## config.mk

```make
export PLATFORM = sky130hd
export DESIGN_NAME = rxm_top
export DESIGN_NICKNAME = d
export VERILOG_FILES = /design/src/rtl/rxm_pkg.sv /design/src/rtl/rxm_if.sv /design/src/rtl/rxm_top.sv /design/src/rtl/rxm_tmo_timer.sv /design/src/rtl/rxm_psi_build.sv
export VERILOG_INCLUDE_DIRS = /design/src /design/src/rtl
export SDC_FILE = /design/constraint.sdc
export NUM_CORES = 1
export LEC_CHECK = 0
export BUFFER_PORTS_ARGS = -buffer_cell sky130_fd_sc_hd__buf_2
export CAP_MARGIN = 20
export CORE_ASPECT_RATIO = 0.7
export CORE_MARGIN = 5
export CORE_UTILIZATION = 35
export DETAILED_ROUTE_END_ITERATION = 10
export GPL_TIMING_DRIVEN = 0
export PLACE_DENSITY = 0.62
export SYNTH_ARGS = -nofsm -noshare
export SYNTH_HDL_FRONTEND = slang
export SYNTH_HIERARCHICAL = 1
export SYNTH_SLANG_ARGS = --single-unit
export TNS_END_PERCENT = 5
```

## constraint.sdc

```tcl
create_clock -name clk_sys -period 9.2 [get_ports clk_sys]
set_input_delay 1.38 -clock clk_sys [delete_from_list [all_inputs] [get_ports clk_sys]]
set_output_delay 1.38 -clock clk_sys [all_outputs]
set_load 0.05 [all_outputs]
```

## src/rtl/rxm_defs.svh

```systemverilog
`ifndef RXM_DEFS_SVH
`define RXM_DEFS_SVH

// Timing
`define RXM_CLK_NS          25
`define RXM_SEG_TMO_NS      100000
`define RXM_SEG_TMO_CYC     (`RXM_SEG_TMO_NS / `RXM_CLK_NS)
`define RXM_NCTX            4

// Register byte addresses
`define RXM_A_CTRL          32'h0000_0000
`define RXM_A_IRQ_STS       32'h0000_0004
`define RXM_A_IRQ_MSK       32'h0000_0008
`define RXM_A_CTX_STS       32'h0000_000c
`define RXM_A_TRIS          32'h0231_00f0
`define RXM_A_MPC           32'h0235_0a2c

// Field positions
`define RXM_CTRL_EN         0
`define RXM_CTRL_TTSEL      1
`define RXM_CTRL_TDN        4
`define RXM_CTRL_TDX        8
`define RXM_MPC_ISO_BIT     12
`define RXM_TRIS_ISO_BIT    9
`define RXM_IRQ_DONE        0
`define RXM_IRQ_TMO         1
`define RXM_IRQ_DROP        2

// Reset values
`define RXM_CTRL_EN_RST     1'h1
`define RXM_MPC_RST         32'h0000_1000
`define RXM_TRIS_RST        32'h0000_0200

// Descriptor packet kinds and timeout flag positions in info word 2
`define RXM_KIND_T11        5'h1f
`define RXM_KIND_T9         5'h1e
`define RXM_PSI_T11_TT0_TMO 9
`define RXM_PSI_T11_TT1_TMO 10
`define RXM_PSI_T9_TMO      16

`endif

```

## src/rtl/rxm_pkg.sv

```systemverilog
`include "rxm_defs.svh"

package rxm_pkg;

   typedef enum logic {
      RXM_T9  = 1'b0,
      RXM_T11 = 1'b1
   } rxm_mtype_t;

   typedef struct packed {
      logic        busy;
      rxm_mtype_t  mtype;
      logic [15:0] src;
      logic [15:0] dst;
      logic [15:0] stream;
      logic [7:0]  class_of_service_field;
      logic [5:0]  mbox;
   } rxm_ctx_t;

   typedef struct packed {
      rxm_ctx_t [`RXM_NCTX-1:0] ctx;
      logic                     en;
      logic                     ttsel;
      logic [31:0]              mpc;
      logic [31:0]              tris;
      logic [2:0]               sts;
      logic [2:0]               msk;
      logic                     wait_r;
      logic [31:0]              rdata;
      logic                     irq;
      logic                     seg_rdy;
      logic                     drs1;
      logic                     drs2;
      logic                     fwd_v;
      logic [31:0]              fwd_w;
   } rxm_top_st_t;

   typedef struct packed {
      logic [`RXM_NCTX-1:0][11:0] cnt;
      logic [`RXM_NCTX-1:0]       run;
      logic [`RXM_NCTX-1:0]       exp;
   } rxm_tmr_st_t;

   typedef struct packed {
      logic        valid;
      logic [4:0]  kind;
      logic [31:0] w2;
      logic        tmo;
      logic [1:0]  ctx;
   } rxm_psi_st_t;

endpackage

```

## src/rtl/rxm_if.sv

```systemverilog
`timescale 1ns/1ps
`include "rxm_defs.svh"

interface rxm_tmr_if;
   logic [`RXM_NCTX-1:0] start;
   logic [`RXM_NCTX-1:0] stop;
   logic [`RXM_NCTX-1:0] expire;
   modport ctl (output start, output stop, input expire);
   modport tmr (input start, input stop, output expire);
endinterface

interface rxm_done_if;
   import rxm_pkg::*;
   logic        req;
   rxm_mtype_t  mtype;
   logic        tt;
   logic        tmo;
   logic [15:0] stream;
   logic [7:0]  class_of_service_field;
   logic [5:0]  mbox;
   logic [1:0]  ctx;
   modport src (output req, output mtype, output tt, output tmo, output stream, output class_of_service_field, output mbox, output ctx);
   modport dst (input req, input mtype, input tt, input tmo, input stream, input class_of_service_field, input mbox, input ctx);
endinterface

```

## src/rtl/rxm_top.sv

```systemverilog
`timescale 1ns/1ps
`include "rxm_defs.svh"
////////////////////////////////////////////////////////////////////////////////
// Contract
// Multi-segment messages gather in a context, and a message whose segments stop arriving returns timed out.
// A timed-out message's info word uses the layout of its own type, not of the last type seen.
// The descriptor packet kind is 31 for a type 11 message and 30 for a type 9 message.
// Type 11 with narrow device ids sets bit 9 of info word 2 exactly when the message timed out.
// Type 11 with wide device ids sets bit 10 of info word 2 exactly when the message timed out.
// Type 9 sets bit 16 of info word 2 exactly when the message timed out.
// Software using the timeout flags uses even stream identifiers and knows the device id width.
// A context stays allocated from the first segment of a message until its last segment.
// Context lookup compares message type as well as identification, so types never share a context.
// Identification is source, destination and the low six class bits or the six mailbox bits.
// A timeout or teardown returns the context to the free pool.
// A new message with no free context is refused and never enters reassembly.
// Disabling then enabling the receive message unit resets it.
// With reset isolation on, packets for other devices keep flowing while the device is in reset.
// Software clears isolation through the two isolation bits by read-modify-write.
// A reset of the receive message unit frees every context and drops partial messages.
////////////////////////////////////////////////////////////////////////////////

module rxm_top
   import rxm_pkg::*;
(
   // Clock and reset
   input  wire logic        clk_sys,
   input  wire logic        arst_n,
   // Avalon-MM slave
   input  wire logic [31:0] avs_address,
   input  wire logic        avs_read,
   input  wire logic        avs_write,
   input  wire logic [31:0] avs_writedata,
   input  wire logic [3:0]  avs_byteenable,
   output logic [31:0]      avs_readdata,
   output logic             avs_waitrequest,
   // Message segments from the link
   input  wire logic        seg_valid,
   output logic             seg_ready,
   input  wire logic        seg_mtype,
   input  wire logic        seg_first,
   input  wire logic        seg_last,
   input  wire logic [15:0] seg_src_id,
   input  wire logic [15:0] seg_dest_id,
   input  wire logic [7:0]  seg_class_of_service,
   input  wire logic [5:0]  seg_mailbox,
   input  wire logic [15:0] seg_stream_identifier,
   // Rest of the device held in reset (pin)
   input  wire logic        dev_reset_req_n,
   // Forwarding path
   input  wire logic        fwd_in_valid,
   input  wire logic [31:0] fwd_in_word,
   output logic             fwd_out_valid,
   output logic [31:0]      fwd_out_word,
   // Descriptor outputs
   output logic             msg_valid,
   output logic [4:0]       msg_pkt_kind,
   output logic [31:0]      msg_psi_word2,
   output logic             msg_timed_out,
   output logic [1:0]       msg_ctx,
   // Interrupt
   output logic             irq
);

   rxm_top_st_t st_q;
   rxm_top_st_t st_d;

   rxm_tmr_if  tmr ();
   rxm_done_if dn ();

   logic        iso_c;
   logic        dev_rst_c;
   logic        rxu_on_c;
   logic        seg_fire_c;
   logic        hit_c;
   logic        free_ok_c;
   logic        seg_cmp_c;
   logic [1:0]  hit_i;
   logic [1:0]  free_i;
   logic [1:0]  tgt_i;
   logic [1:0]  exp_i;
   logic [5:0]  key_c;
   logic [3:0]  rel_c;
   logic [3:0]  busy_map;
   logic [2:0]  ev_c;
   logic [2:0]  clr_c;
   logic [31:0] ctrl_rd;
   logic [31:0] wr_m;

   ////////////////////////////////////////////////////////////////////////////
   function automatic logic [5:0] key6(input logic t11, input logic [7:0] class_of_service_field, input logic [5:0] mbox);
      return t11 ? mbox : class_of_service_field[5:0];
   endfunction

   function automatic logic ctx_hit(input rxm_ctx_t c, input logic t11, input logic [15:0] src,
                                    input logic [15:0] dst, input logic [5:0] key);
      return c.busy && c.mtype == rxm_mtype_t'(t11) && c.src == src && c.dst == dst &&
             key6(c.mtype, c.class_of_service_field, c.mbox) == key;
   endfunction

   function automatic logic [31:0] be_merge(input logic [31:0] cur, input logic [31:0] wd, input logic [3:0] be);
      logic [31:0] r;
      r = cur;
      for (int b = 0; b < 4; b++) begin
         if (be[b]) begin
            r[8*b +: 8] = wd[8*b +: 8];
         end
      end
      return r;
   endfunction

   ////////////////////////////////////////////////////////////////////////////
   always_comb begin
      for (int i = 0; i < `RXM_NCTX; i++) begin
         busy_map[i] = st_q.ctx[i].busy;
      end
   end

   always_comb begin
      st_d      = st_q;
      tmr.start = '0;
      tmr.stop  = '0;
      dn.req    = 1'b0;
      dn.mtype  = RXM_T9;
      dn.tt     = st_q.ttsel;
      dn.tmo    = 1'b0;
      dn.stream = seg_stream_identifier;
      dn.class_of_service_field    = seg_class_of_service;
      dn.mbox   = seg_mailbox;
      dn.ctx    = 2'h0;
      rel_c     = 4'h0;
      ev_c      = 3'h0;
      clr_c     = 3'h0;
      hit_c     = 1'b0;
      hit_i     = 2'h0;
      free_ok_c = 1'b0;
      free_i    = 2'h0;
      tgt_i     = 2'h0;
      exp_i     = 2'h0;
      seg_cmp_c = 1'b0;
      wr_m      = 32'h0000_0000;

      // Device reset pin crosses in through two flops
      st_d.drs1 = dev_reset_req_n;
      st_d.drs2 = st_q.drs1;
      dev_rst_c = ~st_q.drs2;
      iso_c     = st_q.mpc[`RXM_MPC_ISO_BIT] & st_q.tris[`RXM_TRIS_ISO_BIT];
      rxu_on_c  = st_q.en & ~dev_rst_c;

      // Forwarding survives a device reset only when isolated
      st_d.fwd_v = fwd_in_valid & (~dev_rst_c | iso_c);
      st_d.fwd_w = fwd_in_word;

      // Lookup; an expiring context no longer takes segments
      key_c = key6(seg_mtype, seg_class_of_service, seg_mailbox);
      for (int i = `RXM_NCTX-1; i >= 0; i--) begin
         if (ctx_hit(st_q.ctx[i], seg_mtype, seg_src_id, seg_dest_id, key_c) && !tmr.expire[i]) begin
            hit_c = 1'b1;
            hit_i = 2'(i);
         end
         if (!st_q.ctx[i].busy) begin
            free_ok_c = 1'b1;
            free_i    = 2'(i);
         end
         if (tmr.expire[i]) begin
            exp_i = 2'(i);
         end
      end

      seg_fire_c = seg_valid & st_q.seg_rdy;
      if (seg_fire_c) begin
         if (rxu_on_c && (hit_c || (seg_first && free_ok_c))) begin
            tgt_i = hit_c ? hit_i : free_i;
            if (!hit_c) begin
               st_d.ctx[tgt_i].mtype  = rxm_mtype_t'(seg_mtype);
               st_d.ctx[tgt_i].src    = seg_src_id;
               st_d.ctx[tgt_i].dst    = seg_dest_id;
               st_d.ctx[tgt_i].class_of_service_field    = seg_class_of_service;
               st_d.ctx[tgt_i].mbox   = seg_mailbox;
               st_d.ctx[tgt_i].stream = seg_stream_identifier;
            end
            if (seg_last) begin
               seg_cmp_c           = 1'b1;
               dn.req              = 1'b1;
               dn.mtype            = rxm_mtype_t'(seg_mtype);
               dn.ctx              = tgt_i;
               rel_c[tgt_i]        = 1'b1;
               ev_c[`RXM_IRQ_DONE] = 1'b1;
            end else begin
               st_d.ctx[tgt_i].busy = 1'b1;
               tmr.start[tgt_i]     = 1'b1;
            end
         end else begin
            ev_c[`RXM_IRQ_DROP] = 1'b1;
         end
      end

      // Timeouts wait for a cycle with no completing segment; expire holds
      if (rxu_on_c && !seg_cmp_c && |tmr.expire) begin
         dn.req             = 1'b1;
         dn.mtype           = st_q.ctx[exp_i].mtype;
         dn.tmo             = 1'b1;
         dn.stream          = st_q.ctx[exp_i].stream;
         dn.class_of_service_field             = st_q.ctx[exp_i].class_of_service_field;
         dn.mbox            = st_q.ctx[exp_i].mbox;
         dn.ctx             = exp_i;
         rel_c[exp_i]       = 1'b1;
         ev_c[`RXM_IRQ_TMO] = 1'b1;
      end

      // Register slave: one wait state, then the answer
      ctrl_rd                  = 32'h0000_0000;
      ctrl_rd[`RXM_CTRL_EN]    = st_q.en;
      ctrl_rd[`RXM_CTRL_TTSEL] = st_q.ttsel;
      st_d.wait_r              = 1'b1;
      if ((avs_read | avs_write) & st_q.wait_r) begin
         st_d.wait_r = 1'b0;
         if (avs_read) begin
            case (avs_address)
               `RXM_A_CTRL:    st_d.rdata = ctrl_rd;
               `RXM_A_IRQ_STS: st_d.rdata = {29'h0000_0000, st_q.sts};
               `RXM_A_IRQ_MSK: st_d.rdata = {29'h0000_0000, st_q.msk};
               `RXM_A_CTX_STS: st_d.rdata = {24'h00_0000, tmr.expire, busy_map};
               `RXM_A_MPC:     st_d.rdata = st_q.mpc;
               `RXM_A_TRIS:    st_d.rdata = st_q.tris;
               default:        st_d.rdata = 32'h0000_0000;
            endcase
         end
      end
      if (avs_write & ~st_q.wait_r) begin
         case (avs_address)
            `RXM_A_CTRL: begin
               wr_m       = be_merge(ctrl_rd, avs_writedata, avs_byteenable);
               st_d.en    = wr_m[`RXM_CTRL_EN];
               st_d.ttsel = wr_m[`RXM_CTRL_TTSEL];
               if (wr_m[`RXM_CTRL_TDN]) begin
                  rel_c[wr_m[`RXM_CTRL_TDX +: 2]] = 1'b1;
               end
            end
            `RXM_A_IRQ_STS: begin
               wr_m  = be_merge(32'h0000_0000, avs_writedata, avs_byteenable);
               clr_c = wr_m[2:0];
            end
            `RXM_A_IRQ_MSK: begin
               wr_m     = be_merge({29'h0000_0000, st_q.msk}, avs_writedata, avs_byteenable);
               st_d.msk = wr_m[2:0];
            end
            `RXM_A_MPC:  st_d.mpc = be_merge(st_q.mpc, avs_writedata, avs_byteenable);
            `RXM_A_TRIS: st_d.tris = be_merge(st_q.tris, avs_writedata, avs_byteenable);
            default: begin
            end
         endcase
      end

      // Release; a disabled unit holds every context free
      for (int i = 0; i < `RXM_NCTX; i++) begin
         if (rel_c[i] || !rxu_on_c) begin
            st_d.ctx[i].busy = 1'b0;
            tmr.stop[i]      = 1'b1;
         end
      end

      // New events win over a clear in the same cycle
      st_d.sts     = (st_q.sts & ~clr_c) | ev_c;
      st_d.irq     = |(st_d.sts & st_d.msk);
      st_d.seg_rdy = rxu_on_c;
   end

   always_ff @(posedge clk_sys or negedge arst_n) begin
      if (!arst_n) begin
         st_q        <= '0;
         st_q.en     <= `RXM_CTRL_EN_RST;
         st_q.mpc    <= `RXM_MPC_RST;
         st_q.tris   <= `RXM_TRIS_RST;
         st_q.wait_r <= 1'b1;
      end else begin
         st_q <= st_d;
      end
   end

   ////////////////////////////////////////////////////////////////////////////
   rxm_tmo_timer u_tmr (
      .clk_sys (clk_sys),
      .arst_n  (arst_n),
      .tmr     (tmr.tmr)
   );

   rxm_psi_build u_psi (
      .clk_sys       (clk_sys),
      .arst_n        (arst_n),
      .dn            (dn.dst),
      .msg_valid     (msg_valid),
      .msg_pkt_kind  (msg_pkt_kind),
      .msg_psi_word2 (msg_psi_word2),
      .msg_timed_out (msg_timed_out),
      .msg_ctx       (msg_ctx)
   );

   assign avs_readdata    = st_q.rdata;
   assign avs_waitrequest = st_q.wait_r;
   assign seg_ready       = st_q.seg_rdy;
   assign fwd_out_valid   = st_q.fwd_v;
   assign fwd_out_word    = st_q.fwd_w;
   assign irq             = st_q.irq;

   ////////////////////////////////////////////////////////////////////////////
   property p_tmo;
      @(posedge clk_sys) disable iff (!arst_n)
      rxu_on_c && (|tmr.expire) && !seg_cmp_c |=> msg_valid && msg_timed_out && !busy_map[$past(exp_i)];
   endproperty
   a_tmo: assert property (p_tmo) else $error("expired context not returned as timed out");

   property p_tkind;
      @(posedge clk_sys) disable iff (!arst_n)
      dn.req && dn.tmo |=> msg_pkt_kind == (($past(st_q.ctx[exp_i].mtype) == RXM_T11) ? 5'h1f : 5'h1e);
   endproperty
   a_tkind: assert property (p_tkind) else $error("timed-out message used the wrong type");

   property p_hold;
      @(posedge clk_sys) disable iff (!arst_n)
      st_q.ctx[0].busy && !rel_c[0] && rxu_on_c |=> st_q.ctx[0].busy;
   endproperty
   a_hold: assert property (p_hold) else $error("open context lost before its last segment");

   property p_sel;
      @(posedge clk_sys) disable iff (!arst_n)
      seg_fire_c && hit_c |-> st_q.ctx[hit_i].mtype == rxm_mtype_t'(seg_mtype) &&
         st_q.ctx[hit_i].src == seg_src_id && st_q.ctx[hit_i].dst == seg_dest_id &&
         (seg_mtype ? st_q.ctx[hit_i].mbox == seg_mailbox :
                      st_q.ctx[hit_i].class_of_service_field[5:0] == seg_class_of_service[5:0]);
   endproperty
   a_sel: assert property (p_sel) else $error("segment steered into a foreign context");

   property p_drop;
      @(posedge clk_sys) disable iff (!arst_n)
      seg_fire_c && seg_first && !hit_c && !free_ok_c |=> st_q.sts[2] && busy_map == $past(busy_map);
   endproperty
   a_drop: assert property (p_drop) else $error("message accepted with no free context");

   property p_dis;
      @(posedge clk_sys) disable iff (!arst_n)
      !rxu_on_c |=> busy_map == 4'h0 ##1 tmr.expire == 4'h0;
   endproperty
   a_dis: assert property (p_dis) else $error("disabled unit kept a context");

   property p_fwd;
      @(posedge clk_sys) disable iff (!arst_n)
      fwd_in_valid && iso_c |=> fwd_out_valid && fwd_out_word == $past(fwd_in_word);
   endproperty
   a_fwd: assert property (p_fwd) else $error("isolated forwarding stalled");

endmodule

```

## src/rtl/rxm_tmo_timer.sv

```systemverilog
`timescale 1ns/1ps
`include "rxm_defs.svh"

module rxm_tmo_timer
   import rxm_pkg::*;
(
   // Clock and reset
   input  wire logic clk_sys,
   input  wire logic arst_n,
   // Control from the context table
   rxm_tmr_if.tmr    tmr
);

   localparam logic [11:0] TMO_LAST = 12'(`RXM_SEG_TMO_CYC - 1);

   rxm_tmr_st_t st_q;
   rxm_tmr_st_t st_d;

   // Stop beats start so a teardown never leaves a live timer behind
   always_comb begin
      st_d = st_q;
      for (int i = 0; i < `RXM_NCTX; i++) begin
         if (tmr.stop[i]) begin
            st_d.run[i] = 1'b0;
            st_d.exp[i] = 1'b0;
            st_d.cnt[i] = 12'h000;
         end else if (tmr.start[i]) begin
            st_d.run[i] = 1'b1;
            st_d.exp[i] = 1'b0;
            st_d.cnt[i] = 12'h000;
         end else if (st_q.run[i]) begin
            if (st_q.cnt[i] == TMO_LAST) begin
               st_d.run[i] = 1'b0;
               st_d.exp[i] = 1'b1;
            end else begin
               st_d.cnt[i] = st_q.cnt[i] + 12'h001;
            end
         end
      end
   end

   always_ff @(posedge clk_sys or negedge arst_n) begin
      if (!arst_n) begin
         st_q <= '0;
      end else begin
         st_q <= st_d;
      end
   end

   assign tmr.expire = st_q.exp;

endmodule

```

## src/rtl/rxm_psi_build.sv

```systemverilog
`timescale 1ns/1ps
`include "rxm_defs.svh"

module rxm_psi_build
   import rxm_pkg::*;
(
   // Clock and reset
   input  wire logic        clk_sys,
   input  wire logic        arst_n,
   // Completed message
   rxm_done_if.dst          dn,
   // Descriptor outputs
   output logic             msg_valid,
   output logic [4:0]       msg_pkt_kind,
   output logic [31:0]      msg_psi_word2,
   output logic             msg_timed_out,
   output logic [1:0]       msg_ctx
);

   rxm_psi_st_t st_q;
   rxm_psi_st_t st_d;

   // Layout follows the type held by the message itself
   function automatic logic [31:0] psi_w2(input rxm_mtype_t mt, input logic tt, input logic tmo,
                                          input logic [15:0] stream, input logic [7:0] class_of_service_field,
                                          input logic [5:0] mbox);
      logic [31:0] w;
      w = 32'h0000_0000;
      if (mt == RXM_T11) begin
         w[5:0] = mbox;
         if (tt) begin
            w[`RXM_PSI_T11_TT1_TMO] = tmo;
         end else begin
            w[`RXM_PSI_T11_TT0_TMO] = tmo;
         end
      end else begin
         w[15:0]             = stream;
         w[`RXM_PSI_T9_TMO]  = tmo;
         w[31:24]            = class_of_service_field;
      end
      return w;
   endfunction

   always_comb begin
      st_d       = st_q;
      st_d.valid = dn.req;
      if (dn.req) begin
         st_d.kind = (dn.mtype == RXM_T11) ? `RXM_KIND_T11 : `RXM_KIND_T9;
         st_d.w2   = psi_w2(dn.mtype, dn.tt, dn.tmo, dn.stream, dn.class_of_service_field, dn.mbox);
         st_d.tmo  = dn.tmo;
         st_d.ctx  = dn.ctx;
      end
   end

   always_ff @(posedge clk_sys or negedge arst_n) begin
      if (!arst_n) begin
         st_q <= '0;
      end else begin
         st_q <= st_d;
      end
   end

   assign msg_valid     = st_q.valid;
   assign msg_pkt_kind  = st_q.kind;
   assign msg_psi_word2 = st_q.w2;
   assign msg_timed_out = st_q.tmo;
   assign msg_ctx       = st_q.ctx;

   ////////////////////////////////////////////////////////////////////////////
   property p_kind;
      @(posedge clk_sys) disable iff (!arst_n)
      dn.req |=> msg_valid && msg_pkt_kind == (($past(dn.mtype) == RXM_T11) ? `RXM_KIND_T11 : `RXM_KIND_T9);
   endproperty
   a_kind: assert property (p_kind) else $error("packet kind does not follow message type");

   property p_t11_tt0;
      @(posedge clk_sys) disable iff (!arst_n)
      dn.req && dn.mtype == RXM_T11 && !dn.tt |=> msg_psi_word2[9] == $past(dn.tmo) && !msg_psi_word2[10];
   endproperty
   a_t11_tt0: assert property (p_t11_tt0) else $error("type 11 narrow id timeout flag wrong");

   property p_t11_tt1;
      @(posedge clk_sys) disable iff (!arst_n)
      dn.req && dn.mtype == RXM_T11 && dn.tt |=> msg_psi_word2[10] == $past(dn.tmo) && !msg_psi_word2[9];
   endproperty
   a_t11_tt1: assert property (p_t11_tt1) else $error("type 11 wide id timeout flag wrong");

   property p_t9;
      @(posedge clk_sys) disable iff (!arst_n)
      dn.req && dn.mtype == RXM_T9 |=> msg_psi_word2[16] == $past(dn.tmo) && msg_timed_out == $past(dn.tmo);
   endproperty
   a_t9: assert property (p_t9) else $error("type 9 timeout flag wrong");

endmodule

```

**Word-level counts from Yosys, hierarchy flattened**

Cells that the tools add are included.

- Add/sub/neg operators: 4
- Magnitude comparators: 6
- Eq/ne operators: 30
- Muxes and demuxes: 168
- Bitwise operators: 15
- Reductions and logical operators: 80

Operators by type and width:

| cell | number |
|---|---|
| $bwmux 256 | 7 |
| $mux 256 | 6 |
| $demux 64 s2 | 7 |
| $mux 12 | 16 |
| $pmux 32 s6 | 1 |
| $bmux 64 s2 | 1 |
| $eq 16x16->1 | 8 |
| $mux 63 | 2 |
| $mux 1 | 65 |
| $eq 32x26->1 const B | 2 |
| $eq 32x4->1 const B | 2 |
| $mux 64 | 1 |
| $mux 62 | 1 |
| $mux 6 | 9 |
| $add 12x1->12 const B | 4 |
| $eq 12x12->1 const B | 4 |
| $mux 46 | 1 |
| $mux 2 | 21 |
| $mux 4 | 10 |
| $mux 33 | 1 |
| $eq 32x3->1 const B | 1 |
| $logic_not 32->1 | 1 |
| $mux 32 | 1 |
| $mux 30 | 1 |
| 27 further kinds | 130 |

- Flip-flop bits (word level): 488
- Input bits: 172

**Longest topological paths before layout**

- Depth after elaboration: 29
- Depth in mapped cells: 16
- Depth with buffers taken out: 11

**Hierarchy**

The synthesis kept the hierarchy.

By module, submodules not included:

| module | times used | cells each | area each (um2) | sequential area each (um2) |
|---|---|---|---|---|
| rxm_top | 1 | 1,606 | 19,932.9 | 9,964.6 |
| rxm_tmo_timer | 1 | 294 | 2,875.3 | 1,401.3 |
| rxm_psi_build | 1 | 133 | 1,480.2 | 775.7 |

**Least setup slack after synthesis**

No wires, ideal clock.

- Path kind: input to register
- Start: input seg_mtype
- End: register u_tmr/st_q[37] (netlist name)
- Setup time: 0.083 ns
- Data arrival time: 4.410 ns
- Required time: 9.117 ns
- Slack: 4.707 ns
- Cell stages on the path: 14
- Cell sequence: buf_6 -> buf_12 -> mux2i_2 -> xnor2_1 -> nand4_1 -> nor4_2 -> a21o_1 -> buf_4 -> o311a_1 -> buf_2 -> o211ai_1 -> or2_2 -> or4_1 -> o21ai_0

- Cells in the longest elaborated chain, start to end: 28
- Elaborated cells between the ends (all ways): 69
- Those cells by class: order compare: 2; eq/ne: 9; mux: 27; bitwise: 2; reduce/logical: 29

Ends and longest elaborated chain:

| what | line | text |
|---|---|---|
| start, declared | rxm_top.sv:40 | `input wire logic seg_mtype,` |
| parallel branches: the longest is 19 deep, another holds $lt 2x3->1 | - |  |
| $mux 4 (*) | rxm_top.sv:199 | `if (rxu_on_c && !seg_cmp_c && \|tmr.expire) begin` |
| $or 4x4->4 (no source line) | - |  |
| $mux 4 | rxm_top.sv:236 | `` if (wr_m[`RXM_CTRL_TDN]) begin `` |
| $mux 4 | rxm_top.sv:231 | `case (avs_address)` |
| $mux 4 (*) | rxm_top.sv:230 | `if (avs_write & ~st_q.wait_r) begin` |
| $logic_or 1x1->1 (*) | rxm_top.sv:257 | `if (rel_c[i] \|\| !rxu_on_c) begin` |
| $mux 1 (*) | rxm_top.sv:257 |  |
| via tmr.stop[2] | rxm_if.sv:6 | `` logic [`RXM_NCTX-1:0] stop; `` |
| $ne 3x3->1 (no source line) or $reduce_bool 3->1 (tied branches) | - |  |
| $reduce_and 2->1 (no source line) | - |  |
| end signal, assigned | rxm_tmo_timer.sv:46 | `st_q <= st_d;` |
| end, declared | rxm_tmo_timer.sv:16 | `rxm_tmr_st_t st_q;` |

Mark *: on every way through the listed nets, which the timed path passes.
A chain may end at the register's enable or synchronous reset.

**Worst setup path after layout**

- Start: input seg_src_id[13]
- End: register u_psi.st_q (netlist bit u_psi/msg_psi_word2[1])

- Cells in the longest elaborated chain, start to end: 18
- Elaborated cells between the ends (all ways): 38
- Those cells by class: eq/ne: 4; mux: 13; reduce/logical: 21

Ends and longest elaborated chain:

| what | line | text |
|---|---|---|
| start, declared | rxm_top.sv:43 | `input wire logic [15:0] seg_src_id,` |
| $eq 16x16->1 | rxm_top.sv:97 | `return c.busy && c.mtype == rxm_mtype_t'(t11) && c.src == src && c.dst == dst &&` |
| $logic_and 1x1->1 (3 in series) | rxm_top.sv:97 |  |
| $logic_and 1x1->1 | rxm_top.sv:157 | `if (ctx_hit(st_q.ctx[i], seg_mtype, seg_src_id, seg_dest_id, key_c) && !tmr.expire[i]) begin` |
| $mux 1 (3 in series) | rxm_top.sv:157 |  |
| $mux 1 (*) | rxm_top.sv:157 |  |
| $logic_or 1x1->1 (*) | rxm_top.sv:172 | `if (rxu_on_c && (hit_c \|\| (seg_first && free_ok_c))) begin` |
| $logic_and 1x1->1 (*) | rxm_top.sv:172 |  |
| $mux 1 (*) | rxm_top.sv:172 |  |
| $mux 1 (*) | rxm_top.sv:171 | `if (seg_fire_c) begin` |
| $logic_not 1->1 (*) | rxm_top.sv:199 |  |
| $logic_and 1x1->1 (*) (2 in series) | rxm_top.sv:199 |  |
| $mux 16 (*) | rxm_top.sv:199 |  |
| via dn.stream[1] | rxm_if.sv:18 | `logic [15:0] stream;` |
| $mux 6 (*) | rxm_psi_build.sv:29 | `if (mt == RXM_T11) begin` |
| end signal, assigned | rxm_psi_build.sv:59 | `st_q <= st_d;` |
| end, declared | rxm_psi_build.sv:20 | `rxm_psi_st_t st_q;` |

Mark *: on every way through the listed nets, which the timed path passes. The rest lies on a longest branch.

==> impl_metrics.py <==
metrics = {
    "status": {
        "outcome": "finished, final reports clean",
    },
    "global_route": {
        "first_global_vias": 17600,
        "antenna_found_initial": 16,
        "grt_pass1_wl_microns": 106000,
        "grtUsageTotal_pct": 18.0,
        "overflow": 0,
        "grt_max_degree": 118,
    },
    "routing": {
        "wl_microns": 68900,
        "num_vias": 17100,
        "drt_iter0_drc": 1181,
        "antenna_left": 0,
        "first_pass_iters": 5,
        "drc_errors": 0,
        "wl_per_cell_microns": 20.9,
        "viasPerCell": 5.19,
    },
    "yosys": {
        "synth_top_family_by_area": "multiplexers",
        "synthMuxAreaShare_pct": 20.3,
        "syn-mean-instance-area_sq_um": 11.9,
        "yosys.area_share.simple_pct": 9.70,
        "ys_seq_elements": 485,
        "synth_xor_area_share_pct": 6.42,
        "async_flop_share_pct": 100,
        "synth.distinct_cells": 94,
        "synth-edff-count": 0,
        "synthFlopType": "dfrtp_1",
        "synth_compound_area_share_pct": 7.16,
        "yosysWarnings": 6,
        "synthAdderAreaFrac_pct": 0.206,
        "postSynthCellCount": 2033,
        "syn-cell-area_sq_um": 24300,
        "yosysSeqAreaShare_pct": 50.0,
    },
    "die": {
        "num_rows": 80,
        "num_io_pins": 281,
        "die_y_microns": 230,
        "initial_core_util_pct": 35.5,
        "core_sq_um": 68500,
        "die_w_microns": 325,
        "die_area_sq_um": 74800,
    },
    "sta": {
        "slew_headroom_pct": 31.8,
        "rsz0062_at_grt": "false",
        "tightest_slew_ps": 1010,
        "hold-worst-slack_ps": 358,
        "drv_slew": 0,
        "setup_viol": 0,
        "period_minus_slack_ps": 5170,
        "fin_crit_sh_pct": 56.1,
        "max_freq_mhz": 194,
        "setup_ws_ps": 4030,
        "hold_viol_final": 0,
        "finClkSkew_ps": 29.3,
    },
    "place": {
        "dp_slack_ps": 3450,
        "port_buffers": 240,
        "dp_hpwl_microns": 50100,
        "gp_congestion": 0.886,
    },
    "finish": {
        "syn2layout_area_growth_pct": 17.8,
        "fin_util_pct": 41.8,
        "layout-drive-gt1-share_pct": 36.1,
        "final_common_cell": "dfrtp_1",
        "fin_nets": 2514,
        "mostFrequentLayoutCells": "dfrtp_1, mux2_2, buf_2",
    },
    "power": {
        "p_leak_nw": 13.6,
        "combPwrFrac_pct": 8.5,
        "p_sw_share_pct": 25.3,
        "pwr-share-seq_pct": 45.3,
        "vdd_drop_max_v": 0.000123,
        "p_per_area_nw_per_um2": 168,
        "pwr-share-clk_pct": 46.2,
        "netSwitchingPower_w": 0.00122,
        "p_int_w": 0.00359,
    },
    "worst_setup_path": {
        "cp.arrival_ps": 5650,
        "critPathRequiredTime_ps": 9690,
        "worst-setup-path-type": "in2reg",
        "critPathMaxFanout": 10,
        "critPathLaunchType": "input pin",
        "end_kind": "flop",
    },
    "clocking": {
        "cts_resized": 0,
        "numCtsBuffers": 52,
        "hold_buffers": 0,
        "cts_setup_buffers": 0,
        "clk_pin_slew_ps": 60,
        "cts_buffer_depth": 3,
        "cts_sinks": 485,
        "htree_levels": 2,
        "root_buffer": "clkbuf_16",
        "tritoncts": "yes",
        "worst_skew_pair.late_latency_ps": 630,
    },
    "min_path": {
        "hp-class": "reg2reg",
    },
    "run": {
        "maxCapViolCount": 0,
    },
}
[layout make-up]
class | instances | area [sq um]
Sequential cell | 485 | 12100
Tap cell | 902 | 1130
Timing Repair Buffer | 245 | 1330
Clock buffer | 75 | 1490
Buffer | 207 | 1360
Clock inverter | 23 | 310
Fill cell | 6476 | 39900
Multi-Input combinational cell | 1308 | 10700
Inverter | 39 | 146
Antenna cell | 8 | 20.0
[metrics by stage]
stage | instance area [sq um] | instances | power, W | setup TNS [ps]
after CTS | 28600 | 3284 | 0.00489 | 0
after detailed placement | 26800 | 3186 | 0.00263 | 0
after global placement | 26600 | 3181 | 0.00262 | -1483090
after global routing | 28600 | 3288 | 0.00500 | 0
final | 28600 | 3292 | 0.00481 | 0
after floorplan | 24300 | 2039 | 0.00247 | 0
[Yosys cell counts, types with 7 or more instances]
library cell	n	area (sq um)
o21ai_1	17	85.1
clkbuf_1	77	289
or4_1	7	52.6
mux2_1	14	158
nand3b_1	18	135
a21oi_1	56	280
o21ai_0	45	225
o22ai_1	21	131
nand2_1	59	221
buf_4	87	653
mux2_2	289	3250
a31oi_1	26	163
inv_1	38	143
or3_1	11	68.8
nor2b_1	7	43.8
nor3_1	19	95.1
xnor2_1	38	333
buf_6	13	146
nor4_2	7	87.6
or2_2	9	56.3
dfrtp_1	481	12000
buf_2	18	90.1
mux2_4	61	916
mux2i_1	59	591
a221oi_1	24	210
a222oi_1	9	90.1
nand4_1	21	131
nor2_1	152	571
nor4_1	48	300
buf_12	7	140
nand3_1	35	175
xor2_1	140	1230
[worst paths after layout]
kind / startpoint / endpoint / slack, ps / cells after the start
setup / recovery: seg_src_id[13] / u_psi/msg_psi_word2[1] / 4030 / 13
hold / removal: st_d[33] / st_q[33] / 360 / 0
setup reg to reg: st_q[237] / u_psi/msg_psi_word2[1] / 4880 / 12
hold reg to reg: st_d[33] / st_q[33] / 360 / 0
max in group asynchronous: arst_n / u_psi/msg_psi_word2[11] / 6950 / 3
min in group asynchronous: arst_n / fwd_out_word[30] / 740 / 1
[flip-flops by register name, indices dropped and copies added (netlist names), 4 cells and up]
| signal | count |
|---|---|
| u_tmr/tmr.expire | 4 |
| fwd_out_word | 32 |
| u_psi/msg_psi_word2 | 25 |
| st_q | 323 |
| busy_map | 4 |
| avs_readdata | 32 |
| u_tmr/st_q | 52 |
[power groups by stage]
stage          Sequential (W)  Clock, W  Combinational (W)
3_3_place_gp          0.00222         0           0.000405
6_report              0.00218   0.00222           0.000411
3_5_place_dp          0.00222         0           0.000417
2_1_floorplan         0.00222         0           0.000245
5_1_grt               0.00218   0.00238           0.000445
4_1_cts               0.00218   0.00229           0.000418
[worst max-delay path: stages]
cell and delay, ps:
clkbuf_1 510, xor2_1 150, nor4_1 690, nand4_1 200
nor4_2 680, a21o_1 250, buf_4 230, o311ai_4 190
nand2_2 210, buf_2 340, mux2_2 420, mux2i_1 270
a21oi_1 120
[cell families (layout without fill, tap and decap cells)]
family	Yosys count	in the layout
xor gates and xnor gates	178	178
adders and majority gates	4	4
buffers and inverters	246	589
muxes	424	424
and+or+nand+nor	442	442
other	1	15
AOI/OAI and AO/OA	253	253
DFF	485	485
[per-layer routing]
layer	vias to the layer above	track usage, %	routed length [microns]
li1	7771	-	-
met1	8705	24.9	31400
met2	484	28.0	31000
met3	121	4.70	4740
met4	16	4.88	1670
met5	-	1.09	102
Note: power is estimated with default switching activity, not from simulation.
